## src/rtl/dtf_consts.svh

```systemverilog
`ifndef DTF_CONSTS_SVH
`define DTF_CONSTS_SVH

// ****************************************
// Trace register offsets on the CPU bus
// ****************************************
`define DTF_OFS_TRACE_HIGH   2'h0
`define DTF_OFS_TRACE_LOW    2'h1
`define DTF_OFS_TRACE_CTRL   2'h2
`define DTF_OFS_TRACE_STAT   2'h3

// ****************************************
// Trace control and status fields
// ****************************************
`define DTF_TC_ENABLE        7
`define DTF_TC_ARM           6
`define DTF_TC_TAG           5
`define DTF_TC_BRK           4
`define DTF_TC_RESET         8'h00
`define DTF_TS_RUN           7
`define DTF_TRACE_DEPTH      8
`define DTF_TRACE_WIDTH      16

// ****************************************
// Debug status and control fields
// ****************************************
`define DTF_SC_BGEN          7
`define DTF_SC_ACTIVE        6
`define DTF_SC_BKPT_EN       5
`define DTF_SC_FORCE         4
`define DTF_SC_CLKSEL        3
`define DTF_SC_WAIT          2
`define DTF_SC_WAIT_SEEN     1
`define DTF_SC_VALID         0
`define DTF_SC_WMASK         8'hB8
`define DTF_SC_RESET         8'h00
`define DTF_BKPT_RESET       16'h0000

`endif

```

## src/rtl/dtf_pkg.sv

```systemverilog
package dtf_pkg;

	// Trace run states, Gray along idle, armed, filling
	typedef enum logic [1:0] {
		DTF_ST_IDLE    = 2'h0,
		DTF_ST_ARMED   = 2'h1,
		DTF_ST_FILLING = 2'h3
	} dtf_run_t;

	// Decoded serial debug commands
	typedef enum logic [1:0] {
		DTF_CMD_READ_CTRL  = 2'h0,
		DTF_CMD_WRITE_CTRL = 2'h1,
		DTF_CMD_READ_BKPT  = 2'h2,
		DTF_CMD_WRITE_BKPT = 2'h3
	} dtf_cmd_t;

endpackage

```

## src/rtl/dtf_bdc_regs.sv

```systemverilog
`timescale 1ns/100ps
`include "dtf_consts.svh"

module dtf_bdc_regs (
	input  wire logic             clock_i,       // Bus clock
	input  wire logic             rst_i,         // Sync reset
	input  wire logic             cmd_valid_i,   // Command strobe
	input  wire dtf_pkg::dtf_cmd_t cmd_op_i,     // Command code
	input  wire logic [15:0]      cmd_data_i,    // Write data
	input  wire logic             bg_active_i,   // CPU in background mode
	input  wire logic             wait_i,        // CPU in wait
	input  wire logic             wait_seen_i,   // Wait seen
	input  wire logic             data_valid_i,  // Serial data valid
	output logic [15:0]           cmd_rdata_o,   // Read data
	output logic                  cmd_done_o,    // Command done pulse
	output logic                  bg_enable_o,   // Background mode enable
	output logic                  bkpt_enable_o, // Breakpoint enable
	output logic                  force_sel_o,   // Breakpoint force type
	output logic                  clock_sel_o,   // Debug clock select
	output logic [15:0]           bkpt_addr_o    // Breakpoint address
);

	typedef struct packed {
		logic [7:0]  ctrl;
		logic [15:0] bkpt;
		logic [15:0] rdata;
		logic        done;
	} dtf_bdc_state_t;

	dtf_bdc_state_t s;
	dtf_bdc_state_t next_s;
	logic [7:0]     status_byte;

	// Read-only flags come live from the core, never from storage
	always_comb begin
		status_byte = s.ctrl & `DTF_SC_WMASK;
		status_byte[`DTF_SC_ACTIVE]    = bg_active_i;
		status_byte[`DTF_SC_WAIT]      = wait_i;
		status_byte[`DTF_SC_WAIT_SEEN] = wait_seen_i;
		status_byte[`DTF_SC_VALID]     = data_valid_i;
	end

	// Command decode; only serial commands reach these registers
	always_comb begin
		next_s = s;
		next_s.done = 1'b0;
		if (cmd_valid_i) begin
			next_s.done = 1'b1;
			case (cmd_op_i)
				dtf_pkg::DTF_CMD_READ_CTRL: next_s.rdata = {8'h00, status_byte};
				dtf_pkg::DTF_CMD_WRITE_CTRL: begin
					next_s.ctrl = cmd_data_i[7:0] & `DTF_SC_WMASK;
					if (bg_active_i) begin
						next_s.ctrl[`DTF_SC_BGEN] = s.ctrl[`DTF_SC_BGEN];
					end
				end
				dtf_pkg::DTF_CMD_READ_BKPT: next_s.rdata = s.bkpt;
				dtf_pkg::DTF_CMD_WRITE_BKPT: next_s.bkpt = cmd_data_i;
				default: next_s.done = 1'b1;
			endcase
		end
	end

	// State register
	always_ff @(posedge clock_i) begin
		if (rst_i) begin
			s <= '{ctrl: `DTF_SC_RESET, bkpt: `DTF_BKPT_RESET, rdata: 16'h0000, done: 1'b0};
		end else begin
			s <= next_s;
		end
	end

	assign cmd_rdata_o   = s.rdata;
	assign cmd_done_o    = s.done;
	assign bg_enable_o   = s.ctrl[`DTF_SC_BGEN];
	assign bkpt_enable_o = s.ctrl[`DTF_SC_BKPT_EN];
	assign force_sel_o   = s.ctrl[`DTF_SC_FORCE];
	assign clock_sel_o   = s.ctrl[`DTF_SC_CLKSEL];
	assign bkpt_addr_o   = s.bkpt;
endmodule

```

## src/rtl/dtf_trace_buf.sv

```systemverilog
`timescale 1ns/100ps
`include "dtf_consts.svh"

module dtf_trace_buf #(
	parameter int DEPTH = `DTF_TRACE_DEPTH,
	parameter int WIDTH = `DTF_TRACE_WIDTH
) (
	input  wire logic             clock_i,  // Bus clock
	input  wire logic             rst_i,    // Sync reset
	input  wire logic             shift_i,  // Advance and insert
	input  wire logic [WIDTH-1:0] din_i,    // Word into last location
	output logic      [WIDTH-1:0] head_o    // Oldest word
);

	typedef struct packed {
		logic [DEPTH-1:0][WIDTH-1:0] entry;
	} dtf_buf_state_t;

	dtf_buf_state_t s;
	dtf_buf_state_t next_s;

	// Shift line: oldest at 0, new word lands in the last location
	always_comb begin
		next_s = s;
		if (shift_i) begin
			for (int i = 0; i < DEPTH - 1; i++) begin
				next_s.entry[i] = s.entry[i + 1];
			end
			next_s.entry[DEPTH-1] = din_i;
		end
	end

	// State register
	always_ff @(posedge clock_i) begin
		if (rst_i) begin
			s <= '0;
		end else begin
			s <= next_s;
		end
	end

	assign head_o = s.entry[0];
endmodule

```

## src/rtl/dtf_top.sv

```systemverilog
`timescale 1ns/100ps
`include "dtf_consts.svh"

module dtf_top #(
	parameter int DEPTH = `DTF_TRACE_DEPTH,
	parameter int WIDTH = `DTF_TRACE_WIDTH
) (
	input  wire logic              clock_i,         // Bus clock, 25 MHz
	input  wire logic              rst_i,           // Sync system reset
	input  wire logic              bus_sel_i,       // Trace register select
	input  wire logic              bus_rd_i,        // Read strobe
	input  wire logic              bus_wr_i,        // Write strobe
	input  wire logic [1:0]        bus_addr_i,      // Register offset
	input  wire logic [7:0]        bus_wdata_i,     // Write data
	output logic      [7:0]        bus_rdata_o,     // Read data, next cycle
	input  wire logic              cmd_valid_i,     // Serial command strobe
	input  wire dtf_pkg::dtf_cmd_t cmd_op_i,        // Serial command code
	input  wire logic [15:0]       cmd_data_i,      // Serial write data
	output logic      [15:0]       cmd_rdata_o,     // Serial read data
	output logic                   cmd_done_o,      // Command done pulse
	input  wire logic              bg_active_i,     // CPU in background mode
	input  wire logic              wait_i,          // CPU in wait
	input  wire logic              wait_seen_i,     // Wait seen
	input  wire logic              data_valid_i,    // Serial data valid
	output logic                   clock_sel_o,     // Debug clock select
	input  wire logic              secure_i,        // Device secured
	input  wire logic              fetch_i,         // Opcode fetch strobe
	input  wire logic [15:0]       fetch_addr_i,    // Opcode address
	input  wire logic              capture_valid_i, // Capture word strobe
	input  wire logic [WIDTH-1:0]  capture_data_i,  // Capture word
	input  wire logic              trigger_i,       // Trigger met
	input  wire logic              begin_trace_i,   // Begin-trace mode
	input  wire logic              event_only_i,    // Event-only mode
	output logic                   armed_o,         // Trace armed
	output logic                   break_req_o,     // Break request pulse
	output logic                   break_tag_o,     // 1 tag, 0 force
	output logic                   break_swi_o      // Take software interrupt
);

	// ****************************************
	// Local types and state
	// ****************************************
	localparam int CW = $clog2(DEPTH + 1);

	typedef struct packed {
		dtf_pkg::dtf_run_t run;
		logic [7:0]        ctrl;
		logic [CW-1:0]     count;
		logic [15:0]       last_op;
		logic [7:0]        rdata;
		logic              brk_req;
		logic              brk_tag;
		logic              brk_swi;
	} dtf_top_state_t;

	dtf_top_state_t   s;
	dtf_top_state_t   next_s;
	logic             wr_ctrl;
	logic             rd_high;
	logic             rd_low;
	logic             rd_any;
	logic             store;
	logic             buf_shift;
	logic [WIDTH-1:0] buf_din;
	logic [WIDTH-1:0] buf_head;
	logic             bg_enable;
	logic             bkpt_enable;
	logic             force_sel;
	logic [15:0]      bkpt_addr;
	logic             bkpt_hit;
	logic             run_done;
	logic             new_enable;

	// Event-only words keep just the low byte
	function automatic logic [WIDTH-1:0] shape_word(input logic evt, input logic [WIDTH-1:0] d);
		shape_word = evt ? {{(WIDTH-8){1'b0}}, d[7:0]} : d;
	endfunction

	// ****************************************
	// Debug controller registers
	// ****************************************
	dtf_bdc_regs u_bdc (
		.clock_i       (clock_i),
		.rst_i         (rst_i),
		.cmd_valid_i   (cmd_valid_i),
		.cmd_op_i      (cmd_op_i),
		.cmd_data_i    (cmd_data_i),
		.bg_active_i   (bg_active_i),
		.wait_i        (wait_i),
		.wait_seen_i   (wait_seen_i),
		.data_valid_i  (data_valid_i),
		.cmd_rdata_o   (cmd_rdata_o),
		.cmd_done_o    (cmd_done_o),
		.bg_enable_o   (bg_enable),
		.bkpt_enable_o (bkpt_enable),
		.force_sel_o   (force_sel),
		.clock_sel_o   (clock_sel_o),
		.bkpt_addr_o   (bkpt_addr)
	);

	// ****************************************
	// Trace buffer
	// ****************************************
	dtf_trace_buf #(
		.DEPTH (DEPTH),
		.WIDTH (WIDTH)
	) u_buf (
		.clock_i (clock_i),
		.rst_i   (rst_i),
		.shift_i (buf_shift),
		.din_i   (buf_din),
		.head_o  (buf_head)
	);

	// ****************************************
	// Bus decode
	// ****************************************
	// Strobes from the CPU bus; high and low slots ignore writes
	always_comb begin
		wr_ctrl = bus_sel_i && bus_wr_i && bus_addr_i == `DTF_OFS_TRACE_CTRL;
		rd_high = bus_sel_i && bus_rd_i && bus_addr_i == `DTF_OFS_TRACE_HIGH;
		rd_low  = bus_sel_i && bus_rd_i && bus_addr_i == `DTF_OFS_TRACE_LOW;
		rd_any  = bus_sel_i && bus_rd_i;
	end

	// Breakpoint match against opcode fetches
	always_comb begin
		bkpt_hit = bkpt_enable && fetch_i && fetch_addr_i == bkpt_addr;
	end

	// Capture only while armed; begin trace waits for its trigger
	always_comb begin
		store = capture_valid_i && s.ctrl[`DTF_TC_ENABLE] &&
			((s.run == dtf_pkg::DTF_ST_ARMED && !begin_trace_i) || s.run == dtf_pkg::DTF_ST_FILLING);
	end

	// Buffer feed: captures while armed, profiling reads while idle
	always_comb begin
		buf_shift = 1'b0;
		buf_din   = shape_word(event_only_i, capture_data_i);
		if (store) begin
			buf_shift = 1'b1;
		end else if (rd_low && s.run == dtf_pkg::DTF_ST_IDLE) begin
			buf_shift = 1'b1;
			buf_din   = s.last_op;
		end
	end

	// Run completion per trace mode; qualifier plays no part in timing
	always_comb begin
		run_done = 1'b0;
		case (s.run)
			dtf_pkg::DTF_ST_ARMED: run_done = trigger_i && !begin_trace_i;
			dtf_pkg::DTF_ST_FILLING: run_done = store && s.count == CW'(DEPTH - 1);
			default: run_done = 1'b0;
		endcase
	end

	// Enable refuses a 0-to-1 step while secured
	always_comb begin
		new_enable = bus_wdata_i[`DTF_TC_ENABLE] && (!secure_i || s.ctrl[`DTF_TC_ENABLE]);
	end

	// ****************************************
	// Next state
	// ****************************************
	always_comb begin
		next_s = s;
		next_s.brk_req = 1'b0;
		if (fetch_i) begin
			next_s.last_op = fetch_addr_i;
		end
		// Run sequencing
		case (s.run)
			dtf_pkg::DTF_ST_IDLE: next_s.count = s.count;
			dtf_pkg::DTF_ST_ARMED: begin
				if (store) begin
					next_s.count = (s.count == CW'(DEPTH)) ? s.count : s.count + CW'(1);
				end
				if (trigger_i && begin_trace_i) begin
					next_s.run   = dtf_pkg::DTF_ST_FILLING;
					next_s.count = '0;
				end
			end
			dtf_pkg::DTF_ST_FILLING: begin
				if (store) begin
					next_s.count = s.count + CW'(1);
				end
			end
			default: next_s.run = dtf_pkg::DTF_ST_IDLE;
		endcase
		// Completion clears the arm bit and may raise a break
		if (run_done) begin
			next_s.run = dtf_pkg::DTF_ST_IDLE;
			next_s.ctrl[`DTF_TC_ARM] = 1'b0;
			if (s.ctrl[`DTF_TC_BRK]) begin
				next_s.brk_req = 1'b1;
				next_s.brk_tag = s.ctrl[`DTF_TC_TAG];
				next_s.brk_swi = !bg_enable;
			end
		end
		// Breakpoint from the debug controller
		if (bkpt_hit) begin
			next_s.brk_req = 1'b1;
			next_s.brk_tag = !force_sel;
			next_s.brk_swi = !bg_enable;
		end
		// Software write wins over the run; a stop must be certain
		if (wr_ctrl) begin
			next_s.ctrl = bus_wdata_i;
			next_s.ctrl[`DTF_TC_ENABLE] = new_enable;
			if (bus_wdata_i[`DTF_TC_ARM] && new_enable) begin
				next_s.run   = dtf_pkg::DTF_ST_ARMED;
				next_s.count = '0;
			end else begin
				next_s.run = dtf_pkg::DTF_ST_IDLE;
				next_s.ctrl[`DTF_TC_ARM] = 1'b0;
			end
		end
		// Registered read data, one cycle after the strobe
		if (rd_any) begin
			case (bus_addr_i)
				`DTF_OFS_TRACE_HIGH: next_s.rdata = event_only_i ? 8'h00 : buf_head[15:8];
				`DTF_OFS_TRACE_LOW: next_s.rdata = buf_head[7:0];
				`DTF_OFS_TRACE_CTRL: next_s.rdata = s.ctrl;
				`DTF_OFS_TRACE_STAT: next_s.rdata = {s.run != dtf_pkg::DTF_ST_IDLE, 3'h0, 4'(s.count)};
				default: next_s.rdata = 8'h00;
			endcase
		end
	end

	// ****************************************
	// State register
	// ****************************************
	always_ff @(posedge clock_i) begin
		if (rst_i) begin
			s.run     <= dtf_pkg::DTF_ST_IDLE;
			s.ctrl    <= `DTF_TC_RESET;
			s.count   <= '0;
			s.last_op <= 16'h0000;
			s.rdata   <= 8'h00;
			s.brk_req <= 1'b0;
			s.brk_tag <= 1'b0;
			s.brk_swi <= 1'b0;
		end else begin
			s <= next_s;
		end
	end

	// Outputs straight from state flops
	assign bus_rdata_o = s.rdata;
	assign armed_o     = s.ctrl[`DTF_TC_ARM];
	assign break_req_o = s.brk_req;
	assign break_tag_o = s.brk_tag;
	assign break_swi_o = s.brk_swi;
endmodule

```

## config.mk

```make
export PLATFORM = sky130hd
export DESIGN_NAME = dtf_top
export DESIGN_NICKNAME = d
export VERILOG_FILES = /design/src/rtl/dtf_pkg.sv /design/src/rtl/dtf_bdc_regs.sv /design/src/rtl/dtf_trace_buf.sv /design/src/rtl/dtf_top.sv
export VERILOG_INCLUDE_DIRS = /design/src /design/src/rtl
export SDC_FILE = /design/constraint.sdc
export NUM_CORES = 1
export LEC_CHECK = 0
export ABC_AREA = 1
export BUFFER_PORTS_ARGS = -buffer_cell sky130_fd_sc_hd__buf_2
export CORE_ASPECT_RATIO = 0.5
export CORE_MARGIN = 2
export CORE_UTILIZATION = 45
export DETAILED_ROUTE_END_ITERATION = 12
export GPL_ROUTABILITY_DRIVEN = 0
export PLACE_DENSITY = 0.73
export SLEW_MARGIN = 20
export SYNTH_ARGS = -nofsm -noshare
export SYNTH_HDL_FRONTEND = slang
export SYNTH_SLANG_ARGS = --single-unit
```

## constraint.sdc

```tcl
create_clock -name clock_i -period 1.5 [get_ports clock_i]
set_input_delay 0.15 -clock clock_i [delete_from_list [all_inputs] [get_ports clock_i]]
set_output_delay 0.15 -clock clock_i [all_outputs]
set_load 0.005 [all_outputs]
```

# Word-level counts from Yosys, hierarchy flattened

Index checks and enable logic that the tools add are counted.

Register bits after elaboration: 206
Logic and storage cells: 99

Multiplexer cells: 26
Equal/unequal tests: 13
Add/subtract/negate cells: 1
Bitwise logic cells: 1
Reductions and logical operators: 36

Operators with widths:

| operator                                      | count |
|---|---|
| two-way mux 16 bit                            | 3 |
| one-hot mux 16 bit (2 select lines)           | 1 |
| one-hot mux 8 bit (4 select lines)            | 1 |
| two-way mux 4 bit                             | 5 |
| == test 16 bit                                | 1 |
| logical AND 1 bit                             | 15 |
| two-way mux 14 bit                            | 1 |
| == test 2 bit, second input constant          | 5 |
| AND reduction 2 bit                           | 5 |
| nonzero test 2 bit                            | 5 |
| two-way mux 3 bit                             | 3 |
| two-way mux 8 bit                             | 1 |
| one-hot mux 4 bit (2 select lines)            | 1 |
| == test 2 x 1 -> 1 bit, second input constant | 3 |
| logical NOT 2 bit                             | 3 |
| two-way mux 1 bit                             | 6 |
| adder 4 x 1 -> 4 bit, second input constant   | 1 |
| == test 4 x 3 -> 1 bit, second input constant | 1 |
| == test 4 bit, second input constant          | 1 |
| logical NOT 1 bit                             | 4 |
| two-way mux 2 bit                             | 2 |
| != test 4 x 3 -> 1 bit, second input constant | 1 |
| one-hot mux 2 bit (2 select lines)            | 1 |
| != test 3 x 1 -> 1 bit, second input constant | 1 |
| 5 further kinds                               | 6 |

# Depth between registers and ports, before layout

Gate-level depths: netlist of the first run.

Depth after elaboration: 9
Mapped depth: 11
Mapped depth without buffers: 11

# By module

From an unflattened synthesis of the first run, not the netlist that was laid out.

Cells, all modules: 1420
Area, all modules: 9323.9 um^2

Modules (own cells, without submodules):

| module        | area an instance (um^2) | cells each | times used |
|---|---|---|---|
| dtf_trace_buf | 5326.4                  | 827        | 1 |
| dtf_top       | 2433.6                  | 365        | 1 |
| dtf_bdc_regs  | 1564.0                  | 228        | 1 |

# Worst setup path after synthesis of the first run

Ideal clock, no wire load.

Kind: reg-to-reg
Start point: reg s[40] in the netlist's numbering
End point: reg u_buf.s[126] in the netlist's numbering
Period minus slack after synthesis: 1.556 ns
Data required time: 1.378 ns
Data arrival time: 1.434 ns
Setup slack: -0.056 ns
Stages on the path, launching flop included: 11
Library setup time: 0.122 ns
Path through: dfxtp_1 > inv_1 > ha_1 > nand2_1 > nand2_1 > nand2_2 > inv_1 > clkbuf_1 > o21ai_0 > o21ai_0 > a21oi_1

Word-level cells in the longest chain between the ends: 5

RTL lines:

| what                                                    | RTL line            | source |
|---|---|---|
| start, declared                                         | dtf_top.sv:56       | `dtf_top_state_t s;` |
| start signal, assigned                                  | dtf_top.sv:246      | `s <= next_s;` |
| == test 2 x 1 -> 1 bit                                  | dtf_top.sv:134      | `((s.run == dtf_pkg::DTF_ST_ARMED && !begin_trace_i) \|\| s.run == dtf_pkg::DTF_ST_FILLING);` |
| logical AND 1 bit                                       | dtf_top.sv:134      |  |
| logical OR 1 bit                                        | dtf_top.sv:134      |  |
| logical AND 1 bit                                       | dtf_top.sv:133      | `` store = capture_valid_i && s.ctrl[`DTF_TC_ENABLE] && `` |
| two-way mux 16 bit or two-way mux 1 bit (tied branches) | dtf_top.sv:141      | `if (store) begin` |
| end signal, assigned                                    | dtf_trace_buf.sv:38 | `s <= next_s;` |
| end, declared                                           | dtf_trace_buf.sv:19 | `dtf_buf_state_t s;` |

Several ways; a longest one is shown, not always the timed one.
A chain may end at the register's enable or synchronous reset.

# Final worst setup path of the first run

Start point: reg s[40] in the netlist's numbering
End point: reg u_buf.s[42] in the netlist's numbering

Word-level cells in the longest chain between the ends: 5

RTL lines:

| what                   | RTL line |
|---|---|
| == test 2 x 1 -> 1 bit | dtf_top.sv:134 |
| logical AND 1 bit      | dtf_top.sv:134 |
| logical OR 1 bit       | dtf_top.sv:134 |
| logical AND 1 bit      | dtf_top.sv:133 |
| two-way mux 1 bit *    | dtf_top.sv:141 |

Mark *: on every way between the ends. The rest lies on a longest branch, timed or not.

==> impl_metrics.csv, run 1 <==
group,metric,value,unit
status,outcome,"complete, but fails checks",
status,violations,"setup timing",
logic_synthesis,syn_area_per_cell,7.65,µm²
clock_tree,cts_made_buffers,19,
finish,drive_gt1_share,19.3,%
global_route,grtUsageTotal,21.1,%
logic_synthesis,async_flop_share,0,%
floorplan,initial_utilization,46.4,%
finish,diodes,0,
logic_synthesis,synth_flop_cell,"dfxtp_1",
worst_hold_path,worstHoldStart,"bg_active_i",
logic_synthesis,yosysUniqueCellTypes,38,
setup_path,startpoint_type,"register",
floorplan,die_w,194,µm
logic_synthesis,synth_nets,1143,
setup_path,critPathCaptureType,"register",
finish,area_growth,28.4,%
route,viasPerCell,5.29,
worst_hold_path,min_path_type,"in -> reg",
finish,finalInstanceArea,10400,µm²
setup_path,r2r_start,"s[40]",
route,dr.pass1.iters,6,
timing,setup_ws,-0.0889,ns
floorplan,pin_count,106,
timing,tightest_slew,0.823,ns
logic_synthesis,yosys_warnings,0,
finish,layout.cells.non_filler,1449,
setup_path,crit_start,"s[40]",
run,cap_violations,0,
timing,fin_skew,0.0208,ns
clock_tree,cts-root-buf,"clkbuf_16",
floorplan,die_height,99.0,µm
route,drt_wl_total,22.4,mm
finish,fin_nets,1285,
global_route,grt_pass1_wl,34.1,mm
global_route,overflow,0,
setup_path,r2r_end,"u_buf.s[42]",
timing,period_needed,1.59,ns
placement,portBuffers,105,
pwr,ir_drop,644,µV
timing,setup_viol,55,
pwr,p_leak,4.80,nW
timing,fin_crit_sh,106,%
floorplan,rows,34,
floorplan,core_area,17500,µm²
placement,placed_area,8830,µm²
timing,hold_viol,0,
placement,dpl.cell_count,1356,
worst_hold_path,hold_end,"u_bdc.cmd_rdata_o[6]",
route,ant_nets,0,
worst_hold_path,hold_depth,3,
timing,slew_viol_final,0,
setup_path,critPathKind,"reg -> reg",
route,drt_iter0_drc,707,
setup_path,cp_cell_sequence,"inv_2 > buf_4 > ha_4 > nand3_4 > nand2_4 > clkbuf_16 > o21ai_0 > nor2_1",
clock_tree,clockBufferDepth,3,
logic_synthesis,synth_edf_count,0,
clock_tree,clk_pin_slew,0.07,ns
global_route,grt_pass1_vias,7196,
clock_tree,cts_tree,"done",
logic_synthesis,netlist_area,8120,µm²
setup_path,cp_max_fo,8,
timing,rsz0062_at_grt,"true",
logic_synthesis,ys_seq_area_share,50.8,%
setup_path,timing.reg2reg.setup_slack,-0.09,ns
timing,fmax,629,MHz
setup_path,cp_slowest_cell,"dfxtp_2",
floorplan,die_area,19200,µm²
logic_synthesis,ys_ff_latch,206,
setup_path,rr_worst_depth,8,
placement,dpl.hpwl,12.5,mm
setup_path,critical-path-max-stage-delay,0.34,ns
route,vias,7663,
clock_tree,clkLatencyLatePin,0.49,ns
timing,max-slew-margin-rel,44.9,%
setup_path,arrival,1.97,ns
setup_path,crit_required,1.88,ns
clock_tree,cts_sinks,206,
route,wl_per_cell,15.4,µm
clock_tree,htreeDepth,1,
logic_synthesis,syn_inst,1062,
route,drc_errors,0,
pwr,power_density,1170,nW/µm²
global_route,grt_max_degree,115,
global_route,antenna_found_initial,0,
cell families after synthesis:
kind of cell,share of synthesized area (%)
AO/OA/AOI/OAI,20.7
adder cells (fa/ha/maj),0.770
AND/OR/NAND/NOR,18.9
flip-flops,50.8
XOR/XNOR,0.216
multiplexers,0.863
buffers and inverters,7.85
repair_timing:
item,4_1_cts,5_1_grt
gates resized for setup,32,121
pin swaps,2,4
endpoints found under the setup margin,107,136
gates cloned,3,10
endpoints found under the hold margin,49,0
hold buffers,47,0
setup buffers,2,0
per-layer routing:
metal  up-vias  global-route usage [%]  part of all wire [%]
met5         -                       0                     0
met2       245                    34.6                    46
met3        33                    2.91                   5.4
li1       3795                       -                     -
met1      3590                    29.6                    47
met4         0                    4.95                   1.7
critical path: cells and delay by family (launching register included):
| family | cells | cell delay (ns) |
|---|---|---|
| flip-flops | 1 | 0.34 |
| AO/OA/AOI/OAI | 1 | 0.26 |
| buffers and inverters | 3 | 0.38 |
| AND/OR/NAND/NOR | 3 | 0.34 |
| adder cells (fa/ha/maj) | 1 | 0.17 |
worst max-delay path by stage:
stage / to / slack, ns / cells past startpoint
finish: u_buf.s[42] / -0.09 / 8
global route: u_buf.head_o[0] / -0.13 / 8
CTS: s[39] / -0.04 / 10
detailed placement: u_buf.s[56] / -0.11 / 9
global placement: u_buf.s[84] / -0.05 / 9
floorplan: u_buf.s[100] / 0.02 / 10
power by group:
part	switching (mW)	internal (mW)	total [mW]
clock	2.04	2.67	4.71
combinational	0.803	0.633	1.44
sequential	0.234	5.82	6.06
synthesized netlist by cell type (7+ instances only):
master,n,area share [%]
o21ai_0,214,13
a21oi_1,83,5.1
buf_4,10,0.92
inv_1,62,2.9
nand3_1,18,1.1
buf_2,7,0.43
nand2_1,73,3.4
o22ai_1,8,0.62
clkbuf_1,40,1.8
a221oi_1,7,0.75
mux2i_1,7,0.86
buf_6,10,1.4
dfxtp_1,206,51
nor2_1,274,13
final cells by class:
class	count	area, µm²
repair buffers	189	1580
clock inverters	5	57.6
multi-input cells	720	3560
fillers	1496	7100
flip-flops and latches	206	4130
inverters	68	275
well taps	234	293
clock buffers	27	536
through the flow:
stage | setup WS [ns] | util (%) | total power, mW | hold slack (ns) | setup TNS, ns
2_1_floorplan | 0.0162 | - | 6.82 | 0.285 | 0
3_3_place_gp | -0.0515 | 50.4 | 7.18 | 0.403 | -2.83
3_5_place_dp | -0.112 | 50.4 | 7.22 | 0.405 | -7.13
4_1_cts | -0.0358 | 57.5 | 12.0 | 0.00177 | -0.0431
5_1_grt | -0.126 | 59.5 | 12.7 | 0.0137 | -7.81
6_report | -0.0889 | 59.5 | 12.2 | 0.0156 | -1.26
cell usage in the layout (no fill, tap or decap), types with 3 or more instances in the layout:
cell / instances
o21ai_0: 137
nand2_1: 69
nor2_4: 4
buf_2: 105
dlygate4sd3_1: 47
dfxtp_1: 201
clkinv_2: 3
clkbuf_1: 5
nand2_2: 4
nor2_1: 245
clkbuf_16: 26
nand3_1: 17
o21ai_1: 79
a221oi_1: 7
nand3b_1: 3
nand2_4: 3
inv_1: 58
o21ai_2: 3
buf_4: 17
nor2_2: 27
clkbuf_8: 3
o22ai_1: 8
buf_16: 5
dfxtp_2: 4
inv_2: 6
a21oi_1: 82
mux2i_1: 7
a31oi_1: 3
buf_12: 6
state kept, by name (all words and copies together) (netlist names):
name / flops
u_bdc.cmd_done_o: 1
u_bdc.clock_sel_o: 1
u_buf.s: 112
u_bdc.bg_enable_o: 1
break_req_o: 1
s: 29
break_tag_o: 1
u_bdc.bkpt_addr_o: 16
break_swi_o: 1
bus_rdata_o: 8
u_bdc.cmd_rdata_o: 16
u_bdc.force_sel_o: 1
armed_o: 1
u_bdc.bkpt_enable_o: 1
u_buf.head_o: 16
Note: power is estimated with default switching activity, not from simulation.
==> inputs of run 2 (changes only) <==
- ABC_AREA: 1 -> unset
==> run 2 against run 1 <==
Net effect:
- the flow still finishes with violations (setup timing)
- routed wire length grew 2.2%
- synthesized cell count shrank 7.3%
- total power shrank 1.7%
- area after synthesis is essentially flat
- fmax shrank 7.1%
- die area is essentially flat
- design area grew 5.9%
- via count shrank 0.35%
- largest cell class unchanged
- largest power group unchanged
- highest routed layer unchanged
==> impl_metrics.csv, run 2 <==
group,metric,value,unit
status,outcome,"complete, but fails checks",
status,violations,"setup timing",
timing,rsz0062_at_grt,"true",
clock_tree,cts_made_buffers,20,
logic_synthesis,yosysUniqueCellTypes,48,
worst_hold_path,worstHoldStart,"fetch_addr_i[14]",
route,viasPerCell,5.37,
route,drt_wl_total,22.9,mm
setup_path,cp_max_fo,7,
timing,hold_viol,0,
pwr,ir_drop,796,µV
finish,largest_registers,"u_buf.s: 112 flops, s: 29 flops",
logic_synthesis,synth.top_cell.area_share,50.7,%
setup_path,startpoint_type,"register",
logic_synthesis,synthTopCellsByArea,"dfxtp_1 (51%), nand2_1 (14%), a21oi_1 (9.5%), mux2i_1 (3.6%), nor2_1 (2.5%)",
clock_tree,cts_sinks,206,
logic_synthesis,yosysTopAreaCell,"dfxtp_1",
timing,fin_crit_sh,114,%
global_route,use_met1,29.5,%
finish,finalInstanceArea,11000,µm²
route,vias,7636,
setup_path,timing.reg2reg.setup_slack,-0.21,ns
finish,layout.cells.most_common,"nand2_1",
setup_path,r2r_start,"s[40]",
timing,fmax,585,MHz
logic_synthesis,netlist_area,8130,µm²
logic_synthesis,yosysMostFrequentCell,"nand2_1",
clock_tree,clockBufferDepth,3,
logic_synthesis,synth_nets,1066,
logic_synthesis,ys_ff_latch,206,
clock_tree,cts-root-buf,"clkbuf_16",
logic_synthesis,synth_flop_cell,"dfxtp_1",
timing,fin_skew,0.00740,ns
route,drc_errors,0,
route,wl_per_cell,16.1,µm
setup_path,cp_slowest_cell,"dfxtp_2",
pwr,swShare,23.8,%
finish,layout.cells.non_filler,1421,
route,drt_iter0_drc,530,
global_route,grt_pass1_wl,35.8,mm
pwr,p_leak,4.18,nW
placement,placed_area,9080,µm²
global_route,grt_max_degree,145,
timing,slew_viol_final,0,
pwr,power.switching,2.86,mW
clock_tree,clk_pin_slew,0.06,ns
placement,dpl.cell_count,1297,
logic_synthesis,yosys_warnings,0,
timing,tightest_slew,0.656,ns
clock_tree,htreeDepth,1,
setup_path,critPathCaptureType,"register",
run,cap_violations,0,
floorplan,rows,34,
route,dr.pass1.iters,4,
placement,dpl.hpwl,13.3,mm
global_route,grt_pass1_vias,7358,
global_route,antenna_found_initial,0,
clock_tree,clkLatencyLatePin,0.49,ns
placement,portBuffers,105,
logic_synthesis,ys_seq_area_share,50.7,%
finish,top_register,"u_buf.s",
worst_hold_path,hold_end,"s[25]",
logic_synthesis,async_flop_share,0,%
pwr,p_clk_share,41.7,%
setup_path,rr_worst_depth,9,
setup_path,r2r_end,"u_buf.s[92]",
finish,area_growth,35.8,%
setup_path,crit_required,1.91,ns
pwr,combPwrFrac,11.0,%
clock_tree,cts_tree,"done",
global_route,grt_util_met2,38.2,%
finish,largest_reg_flops,112,
logic_synthesis,synth_edf_count,0,
global_route,grtUsageTotal,22.4,%
route,ant_nets,0,
timing,max-slew-margin-rel,56.3,%
floorplan,die_height,99.0,µm
pwr,power_density,1090,nW/µm²
setup_path,arrival,2.12,ns
setup_path,critPathKind,"reg -> reg",
logic_synthesis,syn_inst,985,
finish,fin_nets,1254,
timing,setup_ws,-0.211,ns
global_route,overflow,0,
global_route,grt_use_met3,3.94,%
pwr,seqPwrFrac,47.2,%
floorplan,die_area,19200,µm²
floorplan,initial_utilization,46.4,%
floorplan,core_area,17500,µm²
setup_path,cp_cell_sequence,"inv_4 > ha_4 > and2b_4 > o21ai_4 > and2_4 > buf_6 > clkbuf_16 > nand2_1 > a21oi_1",
logic_synthesis,synth_top_cells_by_count,"nand2_1 (311), dfxtp_1 (206), a21oi_1 (155), nor2_1 (54), clkbuf_1 (30)",
timing,hold_ws,0.0309,ns
setup_path,crit_start,"s[40]",
setup_path,critical-path-max-stage-delay,0.35,ns
timing,period_needed,1.71,ns
timing,setup_viol,137,
finish,layout_common_cells,"nand2_1 (303), dfxtp_1 (202), a21oi_1 (148)",
pwr,internal-power,9.14,mW
worst_hold_path,hold_depth,3,
finish,diodes,0,
logic_synthesis,syn_area_per_cell,8.25,µm²
finish,drive_gt1_share,23.1,%
floorplan,pin_count,106,
floorplan,die_w,194,µm
worst_hold_path,min_path_type,"in -> reg",
global_route,grt_most_used_layer,"met2",
## run 2: changes by cell type after synthesis, sizes merged, moves of 15 or more
cell | before | now
inv | 66 | 7
nor2 | 277 | 55
nand2 | 77 | 312
o21ai | 219 | 8
a21oi | 83 | 156
mux2i | 7 | 29
a211oi | 1 | 20
buf | 28 | 47
xnor2 | 1 | 16
## run 2: critical path, delay by kind of cell (launching register included)
kind            cells  cell delay (ns)
flops               1             0.35
fa+ha+maj           1             0.14
compound gates      2             0.33
simple gates        3             0.46
buf+inv             3             0.34
## run 2: kinds of logic after synthesis
logic type | count (synthesis) | share of synthesized area [%]
fa+ha+maj | 5 | 0.769
compound gates | 210 | 15.2
mux | 33 | 4.54
buf+inv | 84 | 5.12
xor+xnor | 16 | 1.72
flops | 206 | 50.7
simple gates | 431 | 21.9
## run 2: worst max-delay path by stage
stage,endpoint,slack [ns]
finish,u_buf.s[92],-0.21
CTS,u_buf.s[123],-0.13
global placement,u_buf.s[123],-0.16
detailed placement,u_buf.s[123],-0.23
floorplan,u_buf.head_o[15],-0.13
global route,u_buf.s[92],-0.28
## run 2: per-stage QoR
stage	utilization [%]	power (mW)	TNS [ns]	setup WS (ns)
final	63.0	12.0	-20.15	-0.211
after global routing	63.0	12.4	-27.42	-0.284
after CTS	61.3	11.9	-12.73	-0.130
after floorplan	-	6.35	-14.38	-0.126
after global placement	51.8	6.69	-15.01	-0.162
after detailed placement	51.8	6.71	-19.87	-0.234
## run 2: cell type report
class	instances	area (µm²)
Inverter	7	31.3
Fill cell	1337	6480
Tap cell	234	293
Multi-Input combinational cell	697	3860
Sequential cell	206	4140
Clock inverter	5	53.8
Clock buffer	31	593
Timing Repair Buffer	241	2070
## run 2: what timing repair did
action | CTS | global route
setup endpoints to repair | 137 | 140
resized for setup | 41 | 34
gates cloned | 6 | 7
endpoints found under the hold margin | 58 | 1
buffers inserted | 10 | 1
pin swaps | 18 | 14
hold buffers | 64 | 1
## run 2: power groups by stage
stage          Clock [mW]  Combinational (mW)  Sequential [mW]
2_1_floorplan           0               0.600             5.75
3_3_place_gp            0               0.923             5.77
3_5_place_dp            0               0.939             5.77
4_1_cts              5.02                1.20             5.66
5_1_grt              5.30                1.42             5.67
6_report             5.01                1.33             5.67
## run 2: per-layer routing
| metal | vias up | part of all wire [%] |
|---|---|---|
| li1 | 3662 | - |
| met1 | 3696 | 44 |
| met2 | 228 | 48 |
| met3 | 50 | 6.0 |
| met4 | 0 | 2.4 |
| met5 | - | 0 |
